### config.mk
export PLATFORM = sky130hd
export DESIGN_NAME = epb_bus_top
export DESIGN_NICKNAME = d
export VERILOG_FILES = /design/src/epb_pkg.sv /design/src/epb_cycle_if.sv /design/src/epb_cycle_gen.sv /design/src/epb_bus_top.sv
export VERILOG_INCLUDE_DIRS = /design/src
export SDC_FILE = /design/constraint.sdc
export NUM_CORES = 1
export LEC_CHECK = 0
export BUFFER_PORTS_ARGS = -buffer_cell sky130_fd_sc_hd__buf_4
export CAP_MARGIN = 20
export CORE_MARGIN = 2
export CORE_UTILIZATION = 30
export CTS_CLUSTER_DIAMETER = 120
export DETAILED_ROUTE_END_ITERATION = 8
export HOLD_SLACK_MARGIN = 0.05
export PLACE_DENSITY_LB_ADDON = 0.2
export SLEW_MARGIN = 10
export SYNTH_ARGS = -nofsm -noshare
export SYNTH_HDL_FRONTEND = slang
export SYNTH_SLANG_ARGS = --single-unit
### constraint.sdc
create_clock -name SYS_CLK_I -period 1.6 [get_ports SYS_CLK_I]
set_input_delay 0.32 -clock SYS_CLK_I [delete_from_list [all_inputs] [get_ports SYS_CLK_I]]
set_output_delay 0.32 -clock SYS_CLK_I [all_outputs]
set_load 0.02 [all_outputs]
### src/epb_params.svh
// Constants for the external program-memory bus sequencer
`ifndef EPB_PARAMS_SVH
`define EPB_PARAMS_SVH

`define EPB_CLKS_PER_MCYCLE    3'h4
`define EPB_PH_ADDR            2'h0
`define EPB_PH_LATCH           2'h1
`define EPB_PH_STROBE          2'h2
`define EPB_PH_LAST            2'h3
`define EPB_RESET_MCYCLES      4'h2
`define EPB_RESET_HOLD_CLKS    (`EPB_RESET_MCYCLES * 4'(`EPB_CLKS_PER_MCYCLE))
`define EPB_INT_CODE_TOP_BIT   4'hf
`define EPB_ADDR_RESET         16'h0000
`define EPB_BYTE_RESET         8'h00

`endif

### src/epb_pkg.sv
// Types for the external program-memory bus sequencer
package epb_pkg;

    typedef logic [1:0] epb_phase_t;

    typedef enum logic {
        EPB_KIND_FETCH,
        EPB_KIND_TABLE
    } epb_kind_e;

    typedef struct packed {
        logic       s1;
        logic       s2;
        epb_phase_t phase;
        logic [3:0] hold_cnt;
        logic       pin_reset;
    } epb_cyc_s;

    typedef struct packed {
        logic       sel_s1;
        logic       sel_s2;
        logic [7:0] ad_s1;
        logic [7:0] ad_s2;
        logic       act;
        logic       act_ext;
        epb_kind_e  act_kind;
        logic [15:0] addr;
        logic       pend;
        logic       pend_ext;
        epb_kind_e  pend_kind;
        logic       rsp_valid;
        logic       rsp_ext;
        epb_kind_e  rsp_kind;
        logic [7:0] rsp_data;
        logic [7:0] int_data;
        logic       ale;
        logic       strobe_n;
        logic [7:0] ad_out;
        logic       ad_oe;
        logic [7:0] hi_out;
        logic       hi_oe;
        logic       int_rd;
    } epb_seq_s;

endpackage

### src/epb_cycle_if.sv
// Machine-cycle timing shared between the cycle generator and the sequencer
`timescale 1ns/100ps
interface epb_cycle_if;
    epb_pkg::epb_phase_t phase;
    logic                pin_reset;

    modport gen (output phase, output pin_reset);
    modport seq (input phase, input pin_reset);
endinterface

### src/epb_cycle_gen.sv
// Machine-cycle phase counter and reset-pin qualifier
`timescale 1ns/100ps
`include "epb_params.svh"
module epb_cycle_gen (
    input  wire logic    clk_i,
    input  wire logic    rst_n_i,
    input  wire logic    reset_pin_i,
    epb_cycle_if.gen     cyc
);
    epb_pkg::epb_cyc_s q, d;

    always_comb begin
        d = q;
        d.s1 = reset_pin_i;
        d.s2 = q.s1;
        d.phase = q.phase + 2'h1;
        if (!q.s2) begin
            d.hold_cnt = 4'h0;
            d.pin_reset = 1'b0;
        end else if (q.hold_cnt < `EPB_RESET_HOLD_CLKS - 4'h1) begin
            d.hold_cnt = q.hold_cnt + 4'h1;
        end else begin
            d.pin_reset = 1'b1;
        end
        if (d.pin_reset) begin
            d.phase = `EPB_PH_ADDR;
        end
    end

    always_ff @(posedge clk_i or negedge rst_n_i) begin
        if (!rst_n_i) begin
            q <= '0;
        end else begin
            q <= d;
        end
    end

    assign cyc.phase     = q.phase;
    assign cyc.pin_reset = q.pin_reset;
endmodule // epb_cycle_gen

### src/epb_bus_top.sv
// External program-memory bus sequencer: code fetch and table read over the multiplexed bus
`timescale 1ns/100ps
`include "epb_params.svh"
// Summary of operation
// - Select low forces every fetch external
// - Select high, low 32 KB stays internal
// - Program-store strobe low on external reads
// - No strobe pulse on internal code access
// - Address-latch pulse on every external access
// - Low address then data share port
// - Upper address on second port throughout
// - Reset pin held two cycles resets
// - Four clocks make one machine cycle
module epb_bus_top (
    input  wire logic        SYS_CLK_I,
    input  wire logic        RESET_N_I,
    input  wire logic        RESET_PIN_I,
    input  wire logic        EXT_FETCH_SELECT_N_I,
    input  wire logic        REQ_VALID_I,
    input  wire logic        REQ_CODE_TABLE_READ_I,
    input  wire logic [15:0] REQ_ADDR_I,
    output logic             REQ_READY_O,
    output logic             RSP_VALID_O,
    output logic [7:0]       RSP_DATA_O,
    output logic             RSP_EXTERNAL_O,
    output logic             RSP_CODE_TABLE_READ_O,
    output logic             INT_RD_O,
    output logic [14:0]      INT_ADDR_O,
    input  wire logic [7:0]  INT_DATA_I,
    output logic             ADDR_LATCH_O,
    output logic             PROGRAM_STORE_STROBE_N_O,
    input  wire logic [7:0]  AD_LOW_I,
    output logic [7:0]       AD_LOW_O,
    output logic             AD_LOW_OE_O,
    output logic [7:0]       ADDR_HIGH_O,
    output logic             ADDR_HIGH_OE_O,
    output logic             DEVICE_IN_RESET_O
);
    epb_cycle_if cyc ();

    epb_cycle_gen u_cycle_gen (
        .clk_i       (SYS_CLK_I),
        .rst_n_i     (RESET_N_I),
        .reset_pin_i (RESET_PIN_I),
        .cyc         (cyc)
    );

    epb_pkg::epb_seq_s q, d;
    logic              accept;
    logic              go_ext;

    // An access goes external when the select pin is low or the address is past internal code
    function automatic logic is_external(input logic sel_high, input logic [15:0] addr);
        return !sel_high || addr[`EPB_INT_CODE_TOP_BIT];
    endfunction

    // Requests are taken in the last phase and run through the following machine cycle
    assign accept = REQ_VALID_I && (cyc.phase == `EPB_PH_LAST) && !cyc.pin_reset;
    assign go_ext = is_external(q.sel_s2, REQ_ADDR_I);

    always_comb begin
        d = q;
        d.sel_s1 = EXT_FETCH_SELECT_N_I;
        d.sel_s2 = q.sel_s1;
        d.ad_s1 = AD_LOW_I;
        d.ad_s2 = q.ad_s1;
        d.rsp_valid = 1'b0;
        case (cyc.phase)
            `EPB_PH_ADDR: begin
                d.ale = 1'b0;
                if (q.pend) begin
                    d.rsp_valid = 1'b1;
                    d.rsp_ext = q.pend_ext;
                    d.rsp_kind = q.pend_kind;
                    d.rsp_data = q.pend_ext ? q.ad_s2 : q.int_data;
                    d.pend = 1'b0;
                end
            end
            `EPB_PH_LATCH: begin
                if (q.act && q.act_ext) begin
                    d.ad_oe = 1'b0;
                    d.strobe_n = 1'b0;
                end
            end
            `EPB_PH_STROBE: begin
                d.strobe_n = q.strobe_n;
            end
            `EPB_PH_LAST: begin
                d.strobe_n = 1'b1;
                d.hi_oe = 1'b0;
                d.ad_oe = 1'b0;
                d.int_rd = 1'b0;
                // Internal byte taken while its own address still stands
                if (q.act && !q.act_ext) begin
                    d.int_data = INT_DATA_I;
                end
                d.pend = q.act;
                d.pend_ext = q.act_ext;
                d.pend_kind = q.act_kind;
                d.act = accept;
                if (accept) begin
                    d.addr = REQ_ADDR_I;
                    d.act_ext = go_ext;
                    d.act_kind = REQ_CODE_TABLE_READ_I ? epb_pkg::EPB_KIND_TABLE : epb_pkg::EPB_KIND_FETCH;
                    if (go_ext) begin
                        d.ale = 1'b1;
                        d.ad_out = REQ_ADDR_I[7:0];
                        d.ad_oe = 1'b1;
                        d.hi_out = REQ_ADDR_I[15:8];
                        d.hi_oe = 1'b1;
                    end else begin
                        d.int_rd = 1'b1;
                    end
                end
            end
            default: begin
                d.strobe_n = 1'b1;
            end
        endcase
        if (cyc.pin_reset) begin
            d.act = 1'b0;
            d.pend = 1'b0;
            d.ale = 1'b0;
            d.strobe_n = 1'b1;
            d.ad_oe = 1'b0;
            d.hi_oe = 1'b0;
            d.int_rd = 1'b0;
            d.rsp_valid = 1'b0;
        end
    end

    always_ff @(posedge SYS_CLK_I or negedge RESET_N_I) begin
        if (!RESET_N_I) begin
            q <= '0;
            q.strobe_n <= 1'b1;
            q.sel_s1 <= 1'b1;
            q.sel_s2 <= 1'b1;
            q.addr <= `EPB_ADDR_RESET;
            q.rsp_data <= `EPB_BYTE_RESET;
        end else begin
            q <= d;
        end
    end

    assign REQ_READY_O              = (cyc.phase == `EPB_PH_LAST) && !cyc.pin_reset;
    assign RSP_VALID_O              = q.rsp_valid;
    assign RSP_DATA_O               = q.rsp_data;
    assign RSP_EXTERNAL_O           = q.rsp_ext;
    assign RSP_CODE_TABLE_READ_O    = (q.rsp_kind == epb_pkg::EPB_KIND_TABLE);
    assign INT_RD_O                 = q.int_rd;
    assign INT_ADDR_O               = q.addr[14:0];
    assign ADDR_LATCH_O             = q.ale;
    assign PROGRAM_STORE_STROBE_N_O = q.strobe_n;
    assign AD_LOW_O                 = q.ad_out;
    assign AD_LOW_OE_O              = q.ad_oe;
    assign ADDR_HIGH_O              = q.hi_out;
    assign ADDR_HIGH_OE_O           = q.hi_oe;
    assign DEVICE_IN_RESET_O        = cyc.pin_reset;
endmodule // epb_bus_top

Word-level counts from Yosys, hierarchy flattened
Cells that the tools add are included.
{"block": "totals", "reg_bits": 89, "in_bits": 38, "word_cells": 83}
{"block": "op_classes", "addsub": 2, "n_lt_le_gt_ge": 1, "eq_ne": 6, "n_mux": 27, "n_reduce_logical": 19}
{"operator": "$mux W11", "n": 3}
{"operator": "$mux W19", "n": 1}
{"operator": "$mux W18", "n": 1}
{"operator": "$mux W1", "n": 10}
{"operator": "$mux W10", "n": 1}
{"operator": "$ne A3 B2 Y1 const B", "n": 3}
{"operator": "$mux W2", "n": 4}
{"operator": "$mux W8", "n": 1}
{"operator": "$pmux W1 S2", "n": 4}
{"operator": "$reduce_and A2 Y1", "n": 4}
{"operator": "$reduce_and A3 Y1", "n": 2}
{"operator": "$reduce_bool A3 Y1", "n": 2}
{"operator": "$logic_and A1 B1 Y1", "n": 5}
{"operator": "$mux W5", "n": 1}
{"operator": "$add A4 B1 Y4 const B", "n": 1}
{"operator": "$lt A4 B3 Y1 const B", "n": 1}
{"operator": "$mux W4", "n": 1}
{"operator": "$logic_not A1 Y1", "n": 3}
{"operator": "$add A2 B1 Y2 const B", "n": 1}
{"operator": "$eq A2 B1 Y1 const B", "n": 1}
{"operator": "$eq A2 B2 Y1 const B", "n": 1}
{"operator": "$logic_not A2 Y1", "n": 1}
{"operator": "$ne A2 B2 Y1 const B", "n": 1}
{"operator": "$reduce_bool A2 Y1", "n": 1}
{"operator": "$logic_or A1 B1 Y1", "n": 1}

Logic depth before layout (Yosys ltp)
Gate-level depths: netlist of the first run.
{"block": "logic_depth", "word_depth": 6, "depth_mapped": 7}

Hierarchy
Synthesis of the first run repeated with hierarchy kept, for this count alone.
{"block": "hier_totals", "hier_cells": 252, "area_unflattened_um2": 3555.9}
{"mod": "epb_bus_top", "instances": 1, "cells_each": 223, "area_each_um2": 3190.6, "seq_area_each_um2": 1980.6}
{"mod": "epb_cycle_gen", "instances": 1, "cells_each": 29, "area_each_um2": 365.4, "seq_area_each_um2": 225.2}

Worst setup path before layout of the first run
OpenSTA, ideal clock, no wires.
{"block": "synth_timing", "path_kind": "register -> register", "start": "register u_cycle_gen.q, in the netlist u_cycle_gen.cyc.pin_reset", "end": "register q, in the netlist ADDR_HIGH_O[3]", "arrival_time_ps": 1615, "slack_ps": -141, "path_stages_with_launch": 7, "period_less_slack_ps": 1741, "cell_sequence": "dfrtp_1 -> nand3b_1 -> buf_6 -> or2_1 -> buf_6 -> buf_6 -> mux2_4"}
{"block": "synth_via", "elab_chain_len": 3}
{"item": "start, declared", "line_no": "epb_cycle_gen.sv:10", "source": "epb_pkg::epb_cyc_s q, d;"}
{"item": "start signal, assigned", "line_no": "epb_cycle_gen.sv:32", "source": "q <= '0;"}
{"item": "start signal, assigned", "line_no": "epb_cycle_gen.sv:34", "source": "q <= d;"}
{"item": "$logic_not A1 Y1", "line_no": "epb_bus_top.sv:58", "source": "assign accept = REQ_VALID_I && (cyc.phase == `EPB_PH_LAST) && !cyc.pin_reset;"}
{"item": "$logic_and A1 B1 Y1", "line_no": "epb_bus_top.sv:58"}
{"item": "$reduce_and A3 Y1 (no line)"}
{"item": "end, declared", "line_no": "epb_bus_top.sv:48", "source": "epb_pkg::epb_seq_s q, d;"}
Every way passes these cells.
A chain may end at the register's enable or synchronous reset.

Final worst setup path of the first run
{"block": "layout_timing", "start": "register u_cycle_gen.q, in the netlist u_cycle_gen.cyc.phase[0]", "end": "output port REQ_READY_O"}
{"block": "layout_via", "elab_chain_len": 2}
{"item": "$eq A2 B2 Y1"}
{"item": "$logic_and A1 B1 Y1", "line_no": "epb_bus_top.sv:145", "source": "assign REQ_READY_O = (cyc.phase == `EPB_PH_LAST) && !cyc.pin_reset;"}
{"item": "end, declared", "line_no": "epb_bus_top.sv:22", "source": "output logic REQ_READY_O,"}
Every way passes these cells.

==> summary.txt, run 1 <==
Status
  • Outcome: complete, but fails checks
  • Violated checks: negative hold slack, negative setup slack

Detailed routing
  • Met2 wire length: 3410 um
  • Vias: 2015
  • DRT iter0 DRCs: 80
  • DR top layer: met4
  • Antenna-violating nets left: 0
  • DR WL/cell: 15.2 um
  • DRT Pass-1 Iters: 4
  • Final WL: 7210 um
  • # DRC: 0
  • Met3 WL: 454 um
  • M1 wire length: 3250 um
  • Post-DR vias/cell: 4.26

Timing
  • Slew Viols, Final: 0
  • Max-slew headroom: 61.1%
  • Final Hold Viols: 1
  • F_max: 0.599 GHz
  • RSZ-0062 raised after global routing: true
  • Setup ws final: -0.0685 ns
  • Min Tclk post-route: 1.67 ns
  • Final period util: 104%
  • Final setup viols: 23
  • Final hold slack: -0.00221 ns
  • Measured slew at the worst slew-check pin: 0.583 ns
  • Worst Clk Skew: 0.00785 ns

Cells and area
  • Area grow syn2layout: 33.4%
  • Fillers: 1083
  • Layout cell share with drive strength beyond 1: 53.0%
  • Sequential Area: 2210 um^2
  • Nets: 367
  • Multi-input logic area: 1110 um^2
  • Ant diodes: 0

Yosys
  • Commonest cells in the netlist: dfrtp_1 (85), buf_4 (39), mux2_2 (38)
  • EDFF count, synth: 0
  • Mapped Nets: 294
  • Yosys warns: 0
  • Most numerous cell in the Yosys netlist: dfrtp_1
  • Cell accounting for the most synthesized area: dfrtp_1
  • Post-synthesis sequential area ratio: 62.4%
  • #FFs+latches synth: 88
  • Post-Syn Area per Cell: 14.0 um^2
  • Post-synthesis cell type count: 31
  • Yosys top cell area share: 60.1%
  • Synthesized area: 3540 um^2
  • Area contributors post-synth: dfrtp_1 (60%), mux2_2 (12%), buf_4 (8.3%)
  • Post-Synthesis Cells: 252
  • Dominant synthesized flop cell: dfrtp_1
  • Async S/R FF share, synth: 100%

Pwr
  • LEAKAGE: 2.35 nW
  • Power per standard cell area: 2040 nW/um^2
  • Maximum vdd drop: 1.17 mV

Critical path
  • CP dominant cell by count: buf_6
  • CP max stage delay: 0.42 ns
  • Crit start category: flop
  • R2r startpoint: u_cycle_gen.cyc.phase[0]
  • Worst Setup End Kind: primary output
  • Internal reg-to-reg setup slack: -0.06 ns
  • RR Endpoint: AD_LOW_O[1]
  • CP max FO: 2
  • Worst path slowest cell: dfrtp_1
  • FF-to-FF path depth: 6
  • CP arrival: 1.35 ns
  • Crit path kind: flop to primary output
  • Worst path cell trace: ha_4 -> buf_6 -> and2b_1 -> buf_6
  • Worst path required time: 1.28 ns

Clocking
  • Clock slew at reported path FFs: 0.06 ns
  • TritonCTS clock tree: done
  • Clk Latency, worst-skew pair: 0.33 ns
  • Inserted Clock Buffers: 9
  • Sink Count: 88
  • # H-tree levels: 3
  • Clock buffer depth: 2
  • Root buf cell: clkbuf_16

Global route
  • Largest net degree at the start of global routing: 89
  • Vias in the first global route: 2198
  • First-pass GRT wire length: 11500 um
  • Initial antenna violation count: 0
  • Gr usage total: 11.5%
  • Grt ovf: 0

Placed design
  • HPWL Detailed: 4440 um
  • RePlAce Congestion: 0.675
  • Pre-CTS setup slack: 0.0118 ns
  • IO Port Bufs: 86

Floorplanning
  • Chip Width: 113 um
  • Core ar.: 11500 um^2
  • Die Ht: 113 um
  • Initial Util: 30.8%
  • IO Pins: 87
  • FP Rows: 39
  • Die ar.: 12700 um^2

Worst hold path
  • HP Class: input port to async pin

Run
  • Max-Cap Viols: 0
==> routing by layer <==
layer / track usage [%] / vias up
met3: 4.27 / 8
met4: 3.90 / 0
met1: 15.5 / 984
met5: 0 / -
met2: 17.1 / 64
li1: - / 959
==> cell usage in the layout, fill, tap and decap left out, types with 2 or more instances in the layout <==
master,instances
inv_1,4
mux2_2,9
nor2_1,4
clkinv_2,3
a21oi_1,3
nand3b_1,3
o21ai_0,10
ha_1,3
clkbuf_16,11
buf_4,96
buf_12,4
nand2b_1,2
mux2_4,35
nor2b_1,4
buf_6,4
o21a_1,2
dfstp_2,3
dfrtp_1,84
nand2_1,13
clkbuf_1,2
nand3_1,3
mux2i_1,10
==> power breakdown <==
group	internal [mW]	switching [mW]
Clock	1.09	0.800
Combinational	2.33	1.79
Sequential	3.05	0.548
Total	6.46	3.14
==> cell families (layout without fill, tap and decap cells) <==
kind of cell             Yosys count  after routing  share of synthesized area, %
flip-flops                        88             88                          62.4
XOR/XNOR                           1              1                         0.248
AND/OR/NAND/NOR                   35             35                          5.06
AO/OA/AOI/OAI                     20             20                          3.33
multiplexers                      54             54                          17.5
buffers and inverters             50            128                          10.1
adder cells (fa/ha/maj)            4              4                          1.41
==> cell type report <==
type	instances	share of cell area, %
clock inverter	4	0.477
tap	143	3.79
clock buffer	12	5.23
multi-input combinational	114	23.5
timing repair buffer	108	19.9
inverter	4	0.318
sequential	88	46.8
==> worst max path at each step <==
stage | from | endpoint
4_1_cts | u_cycle_gen.cyc.phase[0] | REQ_READY_O
2_1_floorplan | u_cycle_gen.cyc.pin_reset | ADDR_HIGH_O[3]
3_3_place_gp | u_cycle_gen.cyc.phase[0] | AD_LOW_O[0]
3_5_place_dp | u_cycle_gen.cyc.phase[0] | ADDR_HIGH_O[3]
5_1_grt | u_cycle_gen.cyc.phase[0] | REQ_READY_O
6_report | u_cycle_gen.cyc.phase[0] | REQ_READY_O
==> worst max-delay path, delay by kind of cell (launching register included) <==
kind	cells	cell delay [ns]
adders and majority gates	1	0.19
DFF	1	0.42
buffers and inverters	2	0.24
and+or+nand+nor	1	0.17
==> metrics by stage <==
stage	cells	setup TNS (ns)	power, mW	utilization (%)	cell area (um^2)
4_1_cts	470	-0.305	9.30	39.6	4540
5_1_grt	473	-1.41	10.2	41.1	4720
2_1_floorplan	252	-0.438	6.27	-	3540
6_report	473	-0.609	9.60	41.1	4720
3_3_place_gp	448	0	7.03	36.3	4160
3_5_place_dp	448	0	7.10	36.3	4160
==> flip-flops by register name (all words and copies together) (netlist names), 2 cells and up <==
name / cells
q: 23
INT_ADDR_O: 15
d: 9
ADDR_HIGH_O: 8
AD_LOW_O: 8
RSP_DATA_O: 8
u_cycle_gen.q: 5
u_cycle_gen.cyc.phase: 2
==> what timing repair did <==
item	4_1_cts	5_1_grt
gates cloned	1	2
gates resized for setup	11	33
buffers inserted	5	1
setup endpoints to repair	1	35
hold buffers	0	0
pin swaps	2	3
No activity file was read; power rests on OpenSTA's default activity.
==> inputs of run 2 (changes only) <==
--- a/config.mk
+++ b/config.mk
@@ -9,7 +9,8 @@
 export BUFFER_PORTS_ARGS = -buffer_cell sky130_fd_sc_hd__buf_4
 export CAP_MARGIN = 20
 export CORE_MARGIN = 2
-export CORE_UTILIZATION = 30
+export CORE_UTILIZATION = 50
+export CTS_BUF_LIST = sky130_fd_sc_hd__clkbuf_2 sky130_fd_sc_hd__clkbuf_4 sky130_fd_sc_hd__clkbuf_8
 export CTS_CLUSTER_DIAMETER = 120
 export DETAILED_ROUTE_END_ITERATION = 8
 export HOLD_SLACK_MARGIN = 0.05
==> run 2 against run 1 <==
  * The run ends with negative setup slack left
  * Global-route usage is 5.3 points higher
  * Setup slack worse by 0.031 ns
  * Wire length is 15% lower
  * Clock power is 8% lower
  * Core utilization is 24 points higher
  * Clock skew is 0.0011 ns higher
  * Combinational power is 13% lower
  * Non-clock buffer count stayed put
  * Fmax is 1.8% lower
  * Cell count is 9.9% lower
  * Power is 7.6% lower
  * Critical endpoint unchanged
  * Largest cell class unchanged
  * Largest power group unchanged
  * Highest routed layer unchanged
==> summary.txt, run 2 (same netlist as run 1, synthesis figures left out) <==
Status
  • Outcome: complete, but fails checks
  • Violated checks: negative setup slack

Timing
  • Setup ws final: -0.0992 ns (-0.0307 ns)
  • Final Hold Viols: 0 (-1)
  • Measured slew at the worst slew-check pin: 0.512 ns (-0.0715 ns)
  • Final setup viols: 5 (-78%)
  • Max-slew headroom: 65.9% (+4.8 points)
  • RSZ-0062 raised after global routing: true
  • Final period util: 106% (+1.9 points)
  • Min Tclk post-route: 1.70 ns (+0.0307 ns)
  • F_max: 0.589 GHz (-1.8%)
  • Worst Clk Skew: 0.00893 ns (+0.00108 ns)
  • Slew Viols, Final: 0 (unchanged)
  • Final hold slack: 0.0703 ns (+0.0725 ns)

Cells and area
  • Nets: 367 (unchanged)
  • Commonest cells after routing, fill and taps aside: buf_4 (97), dfrtp_1 (84), mux2_2 (37)
  • Ant diodes: 0 (unchanged)
  • Commonest non-fill, non-tap cell in the layout: buf_4
  • Layout cell share with drive strength beyond 1: 52.7% (-0.30 points)
  • Biggest register: q
  • Max reg flops: 23 (unchanged)
  • Post-route cell area: 4460 um^2 (-5.4%)
  • Fin cells: 426 (-9.9%)
  • Area grow syn2layout: 26.1%

Critical path
  • Worst path cell trace: ha_2 -> buf_6 -> and2b_1 -> buf_6
  • CP max stage delay: 0.40 ns (-0.02 ns)
  • Worst Setup End Kind: primary output
  • CP dominant cell by count: buf_6
  • Worst path required time: 1.28 ns (about the same)
  • WP buf/inv: 2 (unchanged)
  • Top Family by Delay on Critical Path: flip-flops
  • CP arrival: 1.38 ns (+0.03 ns)
  • CP max FO: 2 (unchanged)
  • Crit start category: flop
  • Crit path kind: flop to primary output
  • Worst path slowest cell: dfrtp_1

Detailed routing
  • DRT iter0 DRCs: 79 (-1.3%)
  • DRT Pass-1 Iters: 4 (unchanged)
  • Post-DR vias/cell: 4.69 (+10%)
  • DR WL/cell: 14.3 um (-6.0%)
  • Antenna-violating nets left: 0 (unchanged)
  • Final WL: 6100 um (-15%)
  • Vias: 1999 (-0.79%)
  • # DRC: 0 (unchanged)

Floorplanning
  • FP Rows: 30 (-23%)
  • Die Ht: 88.1 um (-22%)
  • Core ar.: 6830 um^2 (-40%)
  • Initial Util: 51.8% (+21 points)
  • Chip Width: 88.1 um (-22%)
  • IO Pins: 87 (unchanged)
  • Die ar.: 7760 um^2 (-39%)

Placed design
  • IO Port Bufs: 86 (unchanged)
  • Placed Cells: 402 (-10%)
  • HPWL Detailed: 4210 um (-5.0%)
  • RePlAce Congestion: 0.822 (+22%)
  • Cell Area, Placed: 4120 um^2 (-0.93%)

Clocking
  • Clk Latency, worst-skew pair: 0.35 ns (+0.02 ns)
  • Sink Count: 88 (unchanged)
  • Root buf cell: clkbuf_8
  • Clock slew at reported path FFs: 0.09 ns (+0.03 ns)
  • # H-tree levels: 3 (unchanged)
  • Inserted Clock Buffers: 9 (unchanged)
  • Clock buffer depth: 2 (unchanged)
  • TritonCTS clock tree: done

Pwr
  • LEAKAGE: 2.17 nW (-7.6%)
  • Maximum vdd drop: 1.08 mV (-7.2%)
  • Power per standard cell area: 1990 nW/um^2 (-2.3%)

Run
  • Max-Cap Viols: 0 (unchanged)

Global route
  • Grt ovf: 0 (unchanged)
  • Initial antenna violation count: 0 (unchanged)
  • First-pass GRT wire length: 9750 um (-15%)
  • Gr usage total: 16.8% (+5.3 points)
  • Largest net degree at the start of global routing: 39 (-56%)
  • Vias in the first global route: 2008 (-8.6%)

Worst hold path
  • HP Class: input port to flop
run 2: cell types whose count changed in the layout (fill, tap and decap cells not counted), sizes merged, moves of 2 or more:
cell and delta:
clkbuf -5, dlygate4sd3 +5, buf -3, inv +3, bufinv +2
run 2: stage by stage:
stage	utilization, %	total power, mW	TNS (ns)	worst slack (ns)
after floorplan	-	6.27	-0.438	-0.0729
after global placement	60.3	6.95	0	0.0755
after detailed placement	60.3	7.04	-0.00599	-0.00599
after CTS	64.2	8.86	-0.0960	-0.0960
after global routing	65.3	9.40	-1.14	-0.167
final	65.3	8.87	-0.132	-0.0992
run 2: worst paths after layout:
check | startpoint | end | slack, ns | cells after the start
worst max-delay path | u_cycle_gen.cyc.phase[0] | REQ_READY_O | -0.1 | 4
worst min-delay path | AD_LOW_I[3] | d[65] | 0.07 | 1
worst max register to register | u_cycle_gen.cyc.phase[0] | q[23] | -0.01 | 6
worst min register to register | d[65] | q[65] | 0.35 | 0
max in group asynchronous | RESET_N_I | q[78] | 0.70 | 3
min in group asynchronous | RESET_N_I | q[69] | 0.37 | 2
run 2: cell type report:
cell class / count / area, um^2
Clock inverter: 7 / 103
Tap cell: 96 / 120
Clock buffer: 9 / 124
Sequential cell: 88 / 2210
Fill cell: 552 / 2370
Inverter: 4 / 15.0
Timing Repair Buffer: 108 / 881
Multi-Input combinational cell: 114 / 1010
run 2: power by group:
group,internal [mW],switching [mW]
sequential,3.04,0.502
clock,0.902,0.833
combinational,1.91,1.68
total,5.86,3.01
run 2: what timing repair did:
item,CTS,global route
gates cloned,0,0
gates resized for setup,3,6
buffers inserted,3,1
setup endpoints to repair,10,19
hold endpoints to repair,15,4
pin swaps,1,2
hold buffers,1,4
run 2: metal layers:
layer	GRT usage, %	vias up	wire length [um]
met5	0	-	0
met4	7.44	0	99
met3	5.00	9	363
met2	25.6	55	2970
met1	22.4	981	2670
li1	-	954	-
